--- src/alarm_pkg.sv ---
// Shared constants and types for the two-channel alarm relay block.
// Assumes a 125 MHz system clock and 32-bit APB register access.
package alarm_pkg;

	localparam int unsigned CLK_HZ = 125_000_000;
	localparam int unsigned SECOND_S = 1;
	localparam int unsigned TICK_CYCLES = CLK_HZ * SECOND_S;

	localparam int unsigned NUM_CH = 2;
	localparam int unsigned VAL_W = 32;
	localparam int unsigned DLY_W = 10;

	// Byte offsets; channel n sits at n * CH_STRIDE.
	localparam logic [7:0] CH_STRIDE = 8'h20;
	localparam logic [4:0] OFS_CTRL = 5'h00;
	localparam logic [4:0] OFS_LOW = 5'h04;
	localparam logic [4:0] OFS_HIGH = 5'h08;
	localparam logic [4:0] OFS_DLY_ON = 5'h0c;
	localparam logic [4:0] OFS_DLY_OFF = 5'h10;
	localparam logic [4:0] OFS_LOCK = 5'h14;
	localparam logic [7:0] ADDR_STATUS = 8'h40;

	// Control word fields.
	localparam int unsigned CTRL_SRC_LSB = 0;
	localparam int unsigned CTRL_KIND_LSB = 4;
	localparam int unsigned CTRL_LATCH_BIT = 8;

	// Status word fields.
	localparam int unsigned ST_RELAY_LSB = 0;
	localparam int unsigned ST_LATCHED_LSB = 4;
	localparam int unsigned ST_LED_LSB = 8;

	localparam logic [VAL_W-1:0] LIMIT_MAX = 32'h0001869f;
	localparam logic [VAL_W-1:0] LIMIT_MIN = 32'hfffe7961;
	localparam logic [DLY_W-1:0] DELAY_MAX = 10'h384;

	typedef enum logic [1:0] {
		SRC_MEAS = 2'h0,
		SRC_TIME = 2'h1,
		SRC_SECOND = 2'h2
	} alarm_source_select_t;

	typedef enum logic [2:0] {
		KIND_N_ON = 3'h0,
		KIND_N_OFF = 3'h1,
		KIND_ON = 3'h2,
		KIND_OFF = 3'h3,
		KIND_H_ON = 3'h4,
		KIND_H_OFF = 3'h5
	} alarm_behaviour_type_t;

	typedef enum logic [3:0] {
		ST_IDLE = 4'b0001,
		ST_WAIT_ON = 4'b0010,
		ST_ACTIVE = 4'b0100,
		ST_WAIT_OFF = 4'b1000
	} chan_state_t;

	typedef struct packed {
		alarm_source_select_t src;
		alarm_behaviour_type_t kind;
		logic latchEn;
		logic [VAL_W-1:0] lowLimit;
		logic [VAL_W-1:0] highLimit;
		logic [DLY_W-1:0] activateDelay;
		logic [DLY_W-1:0] deactivateDelay;
		logic [DLY_W-1:0] reactivateLockout;
	} chan_cfg_t;

	localparam chan_cfg_t CFG_RESET = '{
		src: SRC_MEAS,
		kind: KIND_N_ON,
		latchEn: 1'b0,
		lowLimit: 32'h00000000,
		highLimit: 32'h00000000,
		activateDelay: 10'h000,
		deactivateDelay: 10'h000,
		reactivateLockout: 10'h000
	};

endpackage

--- src/alarm_sec_timer.sv ---
// Down-counter of whole seconds used for alarm delays and lockout.
// Assumes a one-cycle seconds tick from the same clock domain.
`timescale 1ns/1ps
module alarm_sec_timer #(
	parameter int unsigned W = 10
) (
	input wire logic clk_sys,
	input wire logic rst_n,
	input wire logic load,
	input wire logic [W-1:0] loadVal,
	input wire logic tick,
	output logic running
);
	logic [W-1:0] count_r;

	initial begin
		if (W < 1) begin
			$error("alarm_sec_timer: W must be at least 1");
		end
	end

	always_ff @(posedge clk_sys or negedge rst_n) begin
		if (!rst_n) begin
			count_r <= '0;
		end else if (load) begin
			count_r <= loadVal;
		end else if (tick && count_r != '0) begin
			count_r <= count_r - 1'b1;
		end
	end

	assign running = (count_r != '0);
endmodule

--- src/dual_alarm_relay_control.sv ---
// Two alarm channels: window compare, timed relay switching, LED indication, APB registers.
// Assumes input quantities synchronous to clk_sys and an APB master on the same clock.
// Operation
// - Each channel picks measured value, time of day or second value as input.
// - Normal types switch output on or off as the quantity leaves the window.
// - Manual forced-on holds output active until the type setting changes.
// - Manual forced-off holds output inactive until the type setting changes.
// - Lower threshold per channel, signed, from -99999 to 99999.
// - Upper threshold per channel, signed, from -99999 to 99999.
// - After the switch-on condition, wait 0 to 900 seconds before activating.
// - After the switch-off condition, wait 0 to 900 seconds before deactivating.
// - After switching on, block another switch-on for a 0 to 900 second lockout.
// - With latching disabled there is no persistent switch-on indication.
// - With latching enabled the channel LED blinks while the relay is off, once the alarm has switched on.
`timescale 1ns/1ps
module dual_alarm_relay_control #(
	parameter int unsigned TICK_CYCLES = alarm_pkg::TICK_CYCLES
) (
	input wire logic clk_sys,
	input wire logic rst_n,
	input wire logic [7:0] paddr,
	input wire logic psel,
	input wire logic penable,
	input wire logic pwrite,
	input wire logic [31:0] pwdata,
	output logic [31:0] prdata,
	output logic pready,
	output logic pslverr,
	input wire logic [alarm_pkg::VAL_W-1:0] measValue,
	input wire logic [alarm_pkg::VAL_W-1:0] timeOfDay,
	input wire logic [alarm_pkg::VAL_W-1:0] secondValue,
	output logic [alarm_pkg::NUM_CH-1:0] relayOut,
	output logic firstAlarmLed,
	output logic secondAlarmLed
);
	localparam int unsigned NCH = alarm_pkg::NUM_CH;

	initial begin
		if (TICK_CYCLES < 2) begin
			$error("dual_alarm_relay_control: TICK_CYCLES must be at least 2");
		end
	end

	alarm_pkg::chan_cfg_t cfg_r [NCH];
	logic [31:0] prdata_r;
	logic pready_r;
	logic pslverr_r;
	logic [NCH-1:0] relay_r;
	logic [NCH-1:0] latched_r;
	logic [NCH-1:0] led_r;
	logic [NCH-1:0] relayNxt;
	logic [NCH-1:0] ledNxt;
	logic [31:0] tickCnt_r;
	logic tick_r;
	logic blink_r;
	logic setupPhase;
	logic wrAccess;
	logic chSel;
	logic [4:0] ofs;
	logic chanHit;
	logic statusHit;
	logic [31:0] rdData;

	// Seconds tick shared by every delay and lockout timer.
	always_ff @(posedge clk_sys or negedge rst_n) begin
		if (!rst_n) begin
			tickCnt_r <= 32'h00000000;
			tick_r <= 1'b0;
		end else if (tickCnt_r == TICK_CYCLES - 1) begin
			tickCnt_r <= 32'h00000000;
			tick_r <= 1'b1;
		end else begin
			tickCnt_r <= tickCnt_r + 32'h00000001;
			tick_r <= 1'b0;
		end
	end

	always_ff @(posedge clk_sys or negedge rst_n) begin
		if (!rst_n) begin
			blink_r <= 1'b0;
		end else if (tick_r) begin
			blink_r <= ~blink_r;
		end
	end

	// APB decode. The answer is prepared at the setup edge, so access takes one cycle.
	assign setupPhase = psel & ~penable;
	assign wrAccess = psel & penable & pready_r & pwrite;
	assign chSel = paddr[5];
	assign ofs = paddr[4:0];
	assign chanHit = (paddr[7:6] == 2'h0) && (paddr[1:0] == 2'h0) && (ofs <= alarm_pkg::OFS_LOCK);
	assign statusHit = (paddr == alarm_pkg::ADDR_STATUS);

	function automatic logic [31:0] clampLimit(input logic [31:0] v);
		if ($signed(v) > $signed(alarm_pkg::LIMIT_MAX)) begin
			return alarm_pkg::LIMIT_MAX;
		end else if ($signed(v) < $signed(alarm_pkg::LIMIT_MIN)) begin
			return alarm_pkg::LIMIT_MIN;
		end
		return v;
	endfunction

	function automatic logic [alarm_pkg::DLY_W-1:0] clampDelay(input logic [31:0] v);
		if (v > {22'h000000, alarm_pkg::DELAY_MAX}) begin
			return alarm_pkg::DELAY_MAX;
		end
		return v[alarm_pkg::DLY_W-1:0];
	endfunction

	always_comb begin
		rdData = 32'h00000000;
		if (statusHit) begin
			rdData[alarm_pkg::ST_RELAY_LSB +: NCH] = relay_r;
			rdData[alarm_pkg::ST_LATCHED_LSB +: NCH] = latched_r;
			rdData[alarm_pkg::ST_LED_LSB +: NCH] = led_r;
		end else if (chanHit) begin
			unique case (ofs)
				alarm_pkg::OFS_CTRL: begin
					rdData[alarm_pkg::CTRL_SRC_LSB +: 2] = cfg_r[chSel].src;
					rdData[alarm_pkg::CTRL_KIND_LSB +: 3] = cfg_r[chSel].kind;
					rdData[alarm_pkg::CTRL_LATCH_BIT] = cfg_r[chSel].latchEn;
				end
				alarm_pkg::OFS_LOW: rdData = cfg_r[chSel].lowLimit;
				alarm_pkg::OFS_HIGH: rdData = cfg_r[chSel].highLimit;
				alarm_pkg::OFS_DLY_ON: rdData[9:0] = cfg_r[chSel].activateDelay;
				alarm_pkg::OFS_DLY_OFF: rdData[9:0] = cfg_r[chSel].deactivateDelay;
				alarm_pkg::OFS_LOCK: rdData[9:0] = cfg_r[chSel].reactivateLockout;
				default: rdData = 32'h00000000;
			endcase
		end
	end

	always_ff @(posedge clk_sys or negedge rst_n) begin
		if (!rst_n) begin
			pready_r <= 1'b0;
			prdata_r <= 32'h00000000;
			pslverr_r <= 1'b0;
		end else begin
			pready_r <= setupPhase;
			if (setupPhase) begin
				prdata_r <= pwrite ? 32'h00000000 : rdData;
				pslverr_r <= ~(chanHit | statusHit);
			end else begin
				prdata_r <= 32'h00000000;
				pslverr_r <= 1'b0;
			end
		end
	end

	// Configuration writes; out-of-range limits and delays are clamped to the legal span.
	always_ff @(posedge clk_sys or negedge rst_n) begin
		if (!rst_n) begin
			for (int i = 0; i < NCH; i++) begin
				cfg_r[i] <= alarm_pkg::CFG_RESET;
			end
		end else if (wrAccess && chanHit) begin
			unique case (ofs)
				alarm_pkg::OFS_CTRL: begin
					cfg_r[chSel].src <= (pwdata[1:0] == 2'h3) ? alarm_pkg::SRC_MEAS :
						alarm_pkg::alarm_source_select_t'(pwdata[1:0]);
					if (pwdata[6:4] <= 3'h5) begin
						cfg_r[chSel].kind <= alarm_pkg::alarm_behaviour_type_t'(pwdata[6:4]);
					end
					cfg_r[chSel].latchEn <= pwdata[alarm_pkg::CTRL_LATCH_BIT];
				end
				alarm_pkg::OFS_LOW: cfg_r[chSel].lowLimit <= clampLimit(pwdata);
				alarm_pkg::OFS_HIGH: cfg_r[chSel].highLimit <= clampLimit(pwdata);
				alarm_pkg::OFS_DLY_ON: cfg_r[chSel].activateDelay <= clampDelay(pwdata);
				alarm_pkg::OFS_DLY_OFF: cfg_r[chSel].deactivateDelay <= clampDelay(pwdata);
				alarm_pkg::OFS_LOCK: cfg_r[chSel].reactivateLockout <= clampDelay(pwdata);
				default: cfg_r[chSel] <= cfg_r[chSel];
			endcase
		end
	end

	for (genvar gi = 0; gi < NCH; gi++) begin : gChan
		alarm_pkg::chan_state_t state_r;
		alarm_pkg::chan_state_t state_nxt;
		alarm_pkg::alarm_behaviour_type_t kindPrev_r;
		logic [alarm_pkg::VAL_W-1:0] qVal;
		logic onCond;
		logic offCond;
		logic onLoad;
		logic offLoad;
		logic onRun;
		logic offRun;
		logic lockRun;
		logic relayCh;

		always_comb begin
			unique case (cfg_r[gi].src)
				alarm_pkg::SRC_TIME: qVal = timeOfDay;
				alarm_pkg::SRC_SECOND: qVal = secondValue;
				default: qVal = measValue;
			endcase
		end

		// Window crossing with hysteresis between the two limits.
		always_comb begin
			if (cfg_r[gi].kind == alarm_pkg::KIND_N_OFF) begin
				onCond = $signed(qVal) < $signed(cfg_r[gi].lowLimit);
				offCond = $signed(qVal) > $signed(cfg_r[gi].highLimit);
			end else begin
				onCond = $signed(qVal) > $signed(cfg_r[gi].highLimit);
				offCond = $signed(qVal) < $signed(cfg_r[gi].lowLimit);
			end
		end

		always_comb begin
			state_nxt = state_r;
			onLoad = 1'b0;
			offLoad = 1'b0;
			unique case (state_r)
				alarm_pkg::ST_IDLE: begin
					if (onCond) begin
						onLoad = 1'b1;
						state_nxt = alarm_pkg::ST_WAIT_ON;
					end
				end
				alarm_pkg::ST_WAIT_ON: begin
					if (!onCond) begin
						state_nxt = alarm_pkg::ST_IDLE;
					end else if (!onRun && !lockRun) begin
						state_nxt = alarm_pkg::ST_ACTIVE;
					end
				end
				alarm_pkg::ST_ACTIVE: begin
					if (offCond) begin
						offLoad = 1'b1;
						state_nxt = alarm_pkg::ST_WAIT_OFF;
					end
				end
				alarm_pkg::ST_WAIT_OFF: begin
					if (!offCond) begin
						state_nxt = alarm_pkg::ST_ACTIVE;
					end else if (!offRun) begin
						state_nxt = alarm_pkg::ST_IDLE;
					end
				end
				default: state_nxt = alarm_pkg::ST_IDLE;
			endcase
			// A change of type restarts the normal sequence from the inactive state.
			if (cfg_r[gi].kind != kindPrev_r) begin
				state_nxt = alarm_pkg::ST_IDLE;
			end
		end

		always_comb begin
			unique case (cfg_r[gi].kind)
				alarm_pkg::KIND_ON: relayCh = 1'b1;
				alarm_pkg::KIND_OFF: relayCh = 1'b0;
				alarm_pkg::KIND_H_ON: relayCh = 1'b1;
				alarm_pkg::KIND_H_OFF: relayCh = 1'b0;
				default: relayCh = (state_nxt == alarm_pkg::ST_ACTIVE) ||
					(state_nxt == alarm_pkg::ST_WAIT_OFF);
			endcase
		end

		always_ff @(posedge clk_sys or negedge rst_n) begin
			if (!rst_n) begin
				state_r <= alarm_pkg::ST_IDLE;
				kindPrev_r <= alarm_pkg::KIND_N_ON;
			end else begin
				state_r <= state_nxt;
				kindPrev_r <= cfg_r[gi].kind;
			end
		end

		alarm_sec_timer #(.W(alarm_pkg::DLY_W)) uOnTimer (
			.clk_sys(clk_sys),
			.rst_n(rst_n),
			.load(onLoad),
			.loadVal(cfg_r[gi].activateDelay),
			.tick(tick_r),
			.running(onRun)
		);

		alarm_sec_timer #(.W(alarm_pkg::DLY_W)) uOffTimer (
			.clk_sys(clk_sys),
			.rst_n(rst_n),
			.load(offLoad),
			.loadVal(cfg_r[gi].deactivateDelay),
			.tick(tick_r),
			.running(offRun)
		);

		alarm_sec_timer #(.W(alarm_pkg::DLY_W)) uLockTimer (
			.clk_sys(clk_sys),
			.rst_n(rst_n),
			.load(relayNxt[gi] & ~relay_r[gi]),
			.loadVal(cfg_r[gi].reactivateLockout),
			.tick(tick_r),
			.running(lockRun)
		);

		assign relayNxt[gi] = relayCh;
		// The LED follows the relay; a latched switch-on adds blinking while the relay is off.
		assign ledNxt[gi] = relayCh | (cfg_r[gi].latchEn & latched_r[gi] & blink_r);
	end

	always_ff @(posedge clk_sys or negedge rst_n) begin
		if (!rst_n) begin
			relay_r <= '0;
			led_r <= '0;
		end else begin
			relay_r <= relayNxt;
			led_r <= ledNxt;
		end
	end

	// Latched switch-on record; a new switch-on wins over a clear in the same cycle.
	always_ff @(posedge clk_sys or negedge rst_n) begin
		if (!rst_n) begin
			latched_r <= '0;
		end else begin
			for (int i = 0; i < NCH; i++) begin
				if (!cfg_r[i].latchEn) begin
					latched_r[i] <= 1'b0;
				end else if (relayNxt[i] && !relay_r[i]) begin
					latched_r[i] <= 1'b1;
				end else if (wrAccess && statusHit && pwdata[alarm_pkg::ST_LATCHED_LSB + i]) begin
					latched_r[i] <= 1'b0;
				end
			end
		end
	end

	assign prdata = prdata_r;
	assign pready = pready_r;
	assign pslverr = pslverr_r;
	assign relayOut = relay_r;
	assign firstAlarmLed = led_r[0];
	assign secondAlarmLed = led_r[1];
endmodule

--- config.mk ---
export PLATFORM = sky130hd
export DESIGN_NAME = dual_alarm_relay_control
export DESIGN_NICKNAME = d
export VERILOG_FILES = /design/src/alarm_pkg.sv /design/src/alarm_sec_timer.sv /design/src/dual_alarm_relay_control.sv
export SDC_FILE = /design/constraint.sdc
export NUM_CORES = 1
export LEC_CHECK = 0
export ABC_AREA = 1
export BUFFER_PORTS_ARGS = -buffer_cell sky130_fd_sc_hd__buf_2
export CAP_MARGIN = 20
export CORE_MARGIN = 2
export CORE_UTILIZATION = 55
export DETAILED_ROUTE_END_ITERATION = 12
export PLACE_DENSITY = 0.74
export SKIP_CTS_REPAIR_TIMING = 1
export SYNTH_ARGS = -nofsm -noshare
export SYNTH_HDL_FRONTEND = slang
export SYNTH_SLANG_ARGS = --single-unit
--- constraint.sdc ---
create_clock -name clk_sys -period 4.1 [get_ports clk_sys]
set_clock_uncertainty 0.2 [all_clocks]
set_input_delay 0.615 -clock clk_sys [delete_from_list [all_inputs] [get_ports clk_sys]]
set_output_delay 0.615 -clock clk_sys [all_outputs]
set_load 0.01 [all_outputs]
After elaboration in Yosys (flattened, before gate mapping)
Cells that the tools add are included.

storage, ports and cells
  bits in registers = 348
  bits of input ports = 141
  output and inout port bits = 38
  word-level logic and storage cells = 290

operators by class
  add/sub/neg operators = 7
  magnitude comparators = 11
  equal/unequal tests = 38
  mux-type cells = 135
  bitwise gates (word level) = 19
  reductions and logical operators = 44

operators with widths
  operator                 count
  $bwmux W200              9
  $pmux W200 S6            1
  $demux W100 S1           9
  $mux W200                3
  $mux W100                5
  $mux W32                 12
  $mux W10                 23
  $pmux W32 S2             2
  $mux W98                 1
  $mux W95                 1
  $mux W94                 1
  $gt A32 B32 Y1           2
  $lt A32 B32 Y1           2
  $mux W62                 1
  $reduce_bool A10 Y1      6
  $sub A10 B1 Y10 const B  6
  $mux W4                  14
  $pmux W22 S2             1
  $mux W1                  33
  $add A32 B1 Y32 const B  1
  $eq A32 B27 Y1 const B   1
  $gt A32 B10 Y1 const B   1
  $gt A32 B18 Y1 const B   1
  $lt A32 B18 Y1 const B   1
  41 further kinds         117

Logic depth before layout (Yosys ltp)
  word-level depth = 13
  depth in mapped cells = 30

Hierarchy
From an unflattened synthesis, not the netlist that was laid out.

second synthesis, totals
  cells, all modules = 3640
  area, all modules = 25968.7 µm²

modules (own cells, without submodules)
  module                    instances  cells an instance  area each (µm²)  sequential area each (µm²)
  dual_alarm_relay_control  1          2908               21254.1          7209.4
  alarm_sec_timer           6          122                785.8            250.2

Worst setup path after synthesis
OpenSTA, ideal clock, no wires.

  path kind = flip-flop to flip-flop
  start point = register (tool-made name)
  end point = register gChan[1].uLockTimer.count_r[1]
  library setup time = 0.118 ns
  data arrival time = 3.295 ns
  data required time = 3.782 ns
  slack = 0.487 ns
  cell stages (with the launch flop) = 27
  buffers on the path = 3
  clock period less this slack = 3.613 ns
  cell sequence = dfrtp_1 -> inv_1 -> ha_1 -> buf_2 -> clkbuf_1 -> a221o_1 -> o21ai_0 -> inv_1 -> ha_1 -> nand4_1 -> inv_1 -> nand4_1 -> nor4_1 -> o21ai_0 -> nand2_1 -> nand2_1 -> nand3_1 -> nand2_1 -> nand2_1 -> nor2_1 -> nor2_1 -> nand3_1 -> nand2_1 -> nand2_1 -> buf_2 -> nand3_1 -> nand2_1

RTL lines
  item                  line                   text
  to (signal assigned)  alarm_sec_timer.sv:26  count_r <= loadVal;
  to (signal assigned)  alarm_sec_timer.sv:28  count_r <= count_r - 1'b1;
  to (decl)             alarm_sec_timer.sv:14  logic [W-1:0] count_r;

==> metrics.md <==
| Metric | Value |
|---|---|
| Final std cells w/o fill | `about 4,200` |
| Core area | `45,100 um2` |
| Worst vdd ir | `0.000347 V` |
| Total congestion overflow | `0` |
| DRT iter0 DRCs | `3,221` |
| Critical Path Max Stage Delay | `0.42 ns` |
| Sink Count | `348` |
| Met2 WL | `39.2 mm` |
| Clk pin slew, worst setup/hold paths | `~0.06 ns` |
| CP endpoint kind | `register` |
| Wire per inst | `21.2 um` |
| Die width | `217 um` |
| Setup Slack @ Placement | `-0.321 ns` |
| Rows | `78` |
| Final hold vios | `58` |
| NumNets Final | `3,821` |
| Area Growth Syn to Fin | `17.9%` |
| Hpwl dp | `61.2 mm` |
| Pwr Density | `381 nW/um2` |
| Slowest cell on crit path | `dfrtp_1` |
| Metal-1 WL | `35.9 mm` |
| Final worst path period share | `101%` |
| RSZ-0062 raised after global routing | `yes` |
| Filler cells | `between 3,000 and 4,000` |
| Worst-skew pair later-pin latency | `0.59 ns` |
| Worst path bufs/invs | `6` |
| Share of cells above drive strength 1 | `15.8%` |
| Placed inst area | `27,000 um2` |
| DRT Wirelength | `88.5 mm` |
| Worst Hold Class | `input port to async pin` |
| Via/cell ratio | `6.31` |
| Worst rel slew slack | `32.9%` |
| Pre-antenna DRT Iters | `6` |
| Distinct cell type count of the synthesized netlist | `58` |
| Syn Area/Cell | `roughly 7.4 um2` |
| Die area | `47,100 um2` |
| Vias | `26,300` |
| Status | `finished, violations left` |
| Met3 Routed Length | `8.89 mm` |
| CTS tree | `yes` |
| Synth warn | `0` |
| Syn_nets | `3,666` |
| Design Area, Final | `29,400 um2` |
| Largest net degree at the start of global routing | `196` |
| Post-Syn Area | `24,900 um2` |
| CP Max Fanout | `9` |
| Pleak | `~0.014 uW` |
| Post-Synthesis Cells | `~3,400` |
| Worst path top cell family by delay | `simple AND/OR/NAND/NOR gates` |
| Worst Tran Pin Value | `1.01 ns` |
| Async set-or-reset flop fraction in the synthesized netlist | `100%` |
| Die Ht | `approximately 220 um` |
| CTS Buf Count | `43` |
| Failing checks | `negative hold slack, negative setup slack` |
| Worst hold slack | `-0.0700 ns` |
| DRC violations left | `0` |
| Buffers on Ports | `178` |
| Routability cong. | `approximately 1` |
| Pins Over Slew Limit | `0` |
| Final antenna-violating net count | `0` |
| Fin crit period | `4.15 ns` |
| Final worst slack | `-0.0493 ns` |
| Crit path launch type | `register` |
| Crit path DAT | `4.41 ns` |
| Number of placed I/O pins | `179` |
| Number of synthesized flops with an enable pin | `0` |
| Setup violators final | `19` |
| Initial Util | `between 50% and 60%` |
| Area occupied by multi-input gates | `approximately 14,000 um2` |
| Flip-flop and latch area | `about 8700 um2` |
| Placed Cells | `roughly 4,100` |
| Max Used Layer | `met4` |
| Main synth FF type | `dfrtp_1` |
| Total track usage | `36.4%` |
| Sequential-to-total area share from yosys stat | `about a third` |
| Required time of the critical path | `4.36 ns` |
| Antenna violations before repair | `1` |
| Max capacitance violation total | `0` |
| Vias in the first global route | `24,500` |
| First-pass GRT wire length | `136 mm` |
| Worst setup path class | `register to register` |
| Final Power | `11,200 uW` |
| Synth Register Bits | `348` |
| Max Fclk | `around 0.24 GHz` |
| H-tree lvl count | `2` |
| Clk buf depth | `3` |
| Root Driver | `clkbuf_16` |
## Yosys cell counts (all sizes together) (6+ instances only)
| cell type | instances | area, um2 |
|---|---|---|
| a211oi | 48 | 360 |
| a21oi | 217 | 1090 |
| a221o | 62 | 621 |
| a221oi | 28 | 245 |
| a31oi | 9 | 56.3 |
| a32oi | 13 | 114 |
| buf | 35 | 161 |
| clkbuf | 180 | 676 |
| dfrtp | 346 | 8660 |
| ha | 137 | 1710 |
| inv | 465 | 1750 |
| nand2 | 564 | 2120 |
| nand3 | 152 | 781 |
| nand4 | 42 | 305 |
| nor2 | 167 | 672 |
| nor3 | 34 | 214 |
| nor4 | 19 | 125 |
| o2111ai | 7 | 61.3 |
| o211ai | 82 | 616 |
| o21a | 6 | 45.0 |
| o21ai | 589 | 2950 |
| o221ai | 79 | 692 |
| o22ai | 7 | 43.8 |
| xnor2 | 16 | 140 |
| xor2 | 43 | 377 |
## final cells by class
class | instances | area share (%)
diodes | 1 | 0.00851
clock buffers | 68 | 4.39
clock inverters | 10 | 0.315
inverters | 470 | 6.01
multi-input cells | 2355 | 48.8
flip-flops and latches | 348 | 29.6
well taps | 600 | 2.55
repair buffers | 325 | 8.28
## cells in the final DEF (no fill, tap or decap), types with 46 or more instances in the layout
cell         n
inv_1      439
nand3_1    130
o221ai_1    78
buf_2      176
o211ai_1    82
a221o_1     62
ha_1       117
a21oi_1    207
nor2_1     150
clkbuf_16   49
dfrtp_1    346
nand2_1    532
buf_4      110
o21ai_0    549
a211oi_1    46
## stage by stage
stage,setup TNS [ns],util [%]
2_1_floorplan,0,-
5_1_grt,-3.87,65.2
6_report,-0.604,65.2
4_1_cts,-9.61,63.0
3_3_place_gp,-3.98,59.9
3_5_place_dp,-8.29,59.9
## worst register-to-register path: stages, from the launching register on
cell	delay (ns)
dfrtp_1	0.42
inv_2	0.08
ha_4	0.21
clkbuf_16	0.17
buf_6	0.14
a221o_1	0.30
o21ai_0	0.07
inv_1	0.09
ha_1	0.32
nand2_4	0.09
o21ai_2	0.20
nand4_1	0.13
o211ai_1	0.22
a21oi_2	0.14
buf_4	0.15
nand3_2	0.10
nand3_4	0.08
nand2_2	0.09
nand3_2	0.05
nand2_1	0.08
nand2_2	0.08
nand3_4	0.12
nand3_4	0.16
clkbuf_16	0.22
nand3_2	0.06
nand2_1	0.07
## cells by family (layout without fill, tap and decap cells)
kind of cell             Yosys count  count (layout)  share of synthesized area [%]
other                              0               1                              0
AND/OR/NAND/NOR                  989             989                           17.2
AO/OA/AOI/OAI                   1170            1170                           28.4
flip-flops                       348             348                           34.9
adder cells (fa/ha/maj)          137             137                           6.88
XOR/XNOR                          59              59                           2.07
buffers and inverters            685             873                           10.4
## final timing paths
path                                   startpoint                                          to  slack, ns  cells after the start
setup / recovery                         register  gChan[0].uLockTimer.count_r[3]$_DFFE_PN0P_      -0.05                     25
hold / removal                              rst_n   gChan[1].uOffTimer.count_r[4]$_DFFE_PN0P_      -0.07                      1
setup reg to reg                         register  gChan[0].uLockTimer.count_r[3]$_DFFE_PN0P_      -0.05                     25
hold reg to reg            tickCnt_r[0]$_DFF_PN0_                      tickCnt_r[0]$_DFF_PN0_       0.28                      1
max in group asynchronous                   rst_n               gChan[0].state_r[0]$_DFF_PN1_       2.75                      2
min in group clk_sys                      penable                            pready$_DFF_PN0_       0.02                      2
## where the power goes
part	internal (uW)	leakage [uW]	switching [uW]
Sequential	3810	0.00385	328
Combinational	1260	0.00923	2000
Clock	2220	0.000680	1590
## metal layers
metal	vias up	global-route usage [%]
li1	12100	-
met1	12400	49.7
met2	1588	56.2
met3	271	7.00
met4	0	16.6
met5	-	0
No activity file was read; power rests on OpenSTA's default activity.
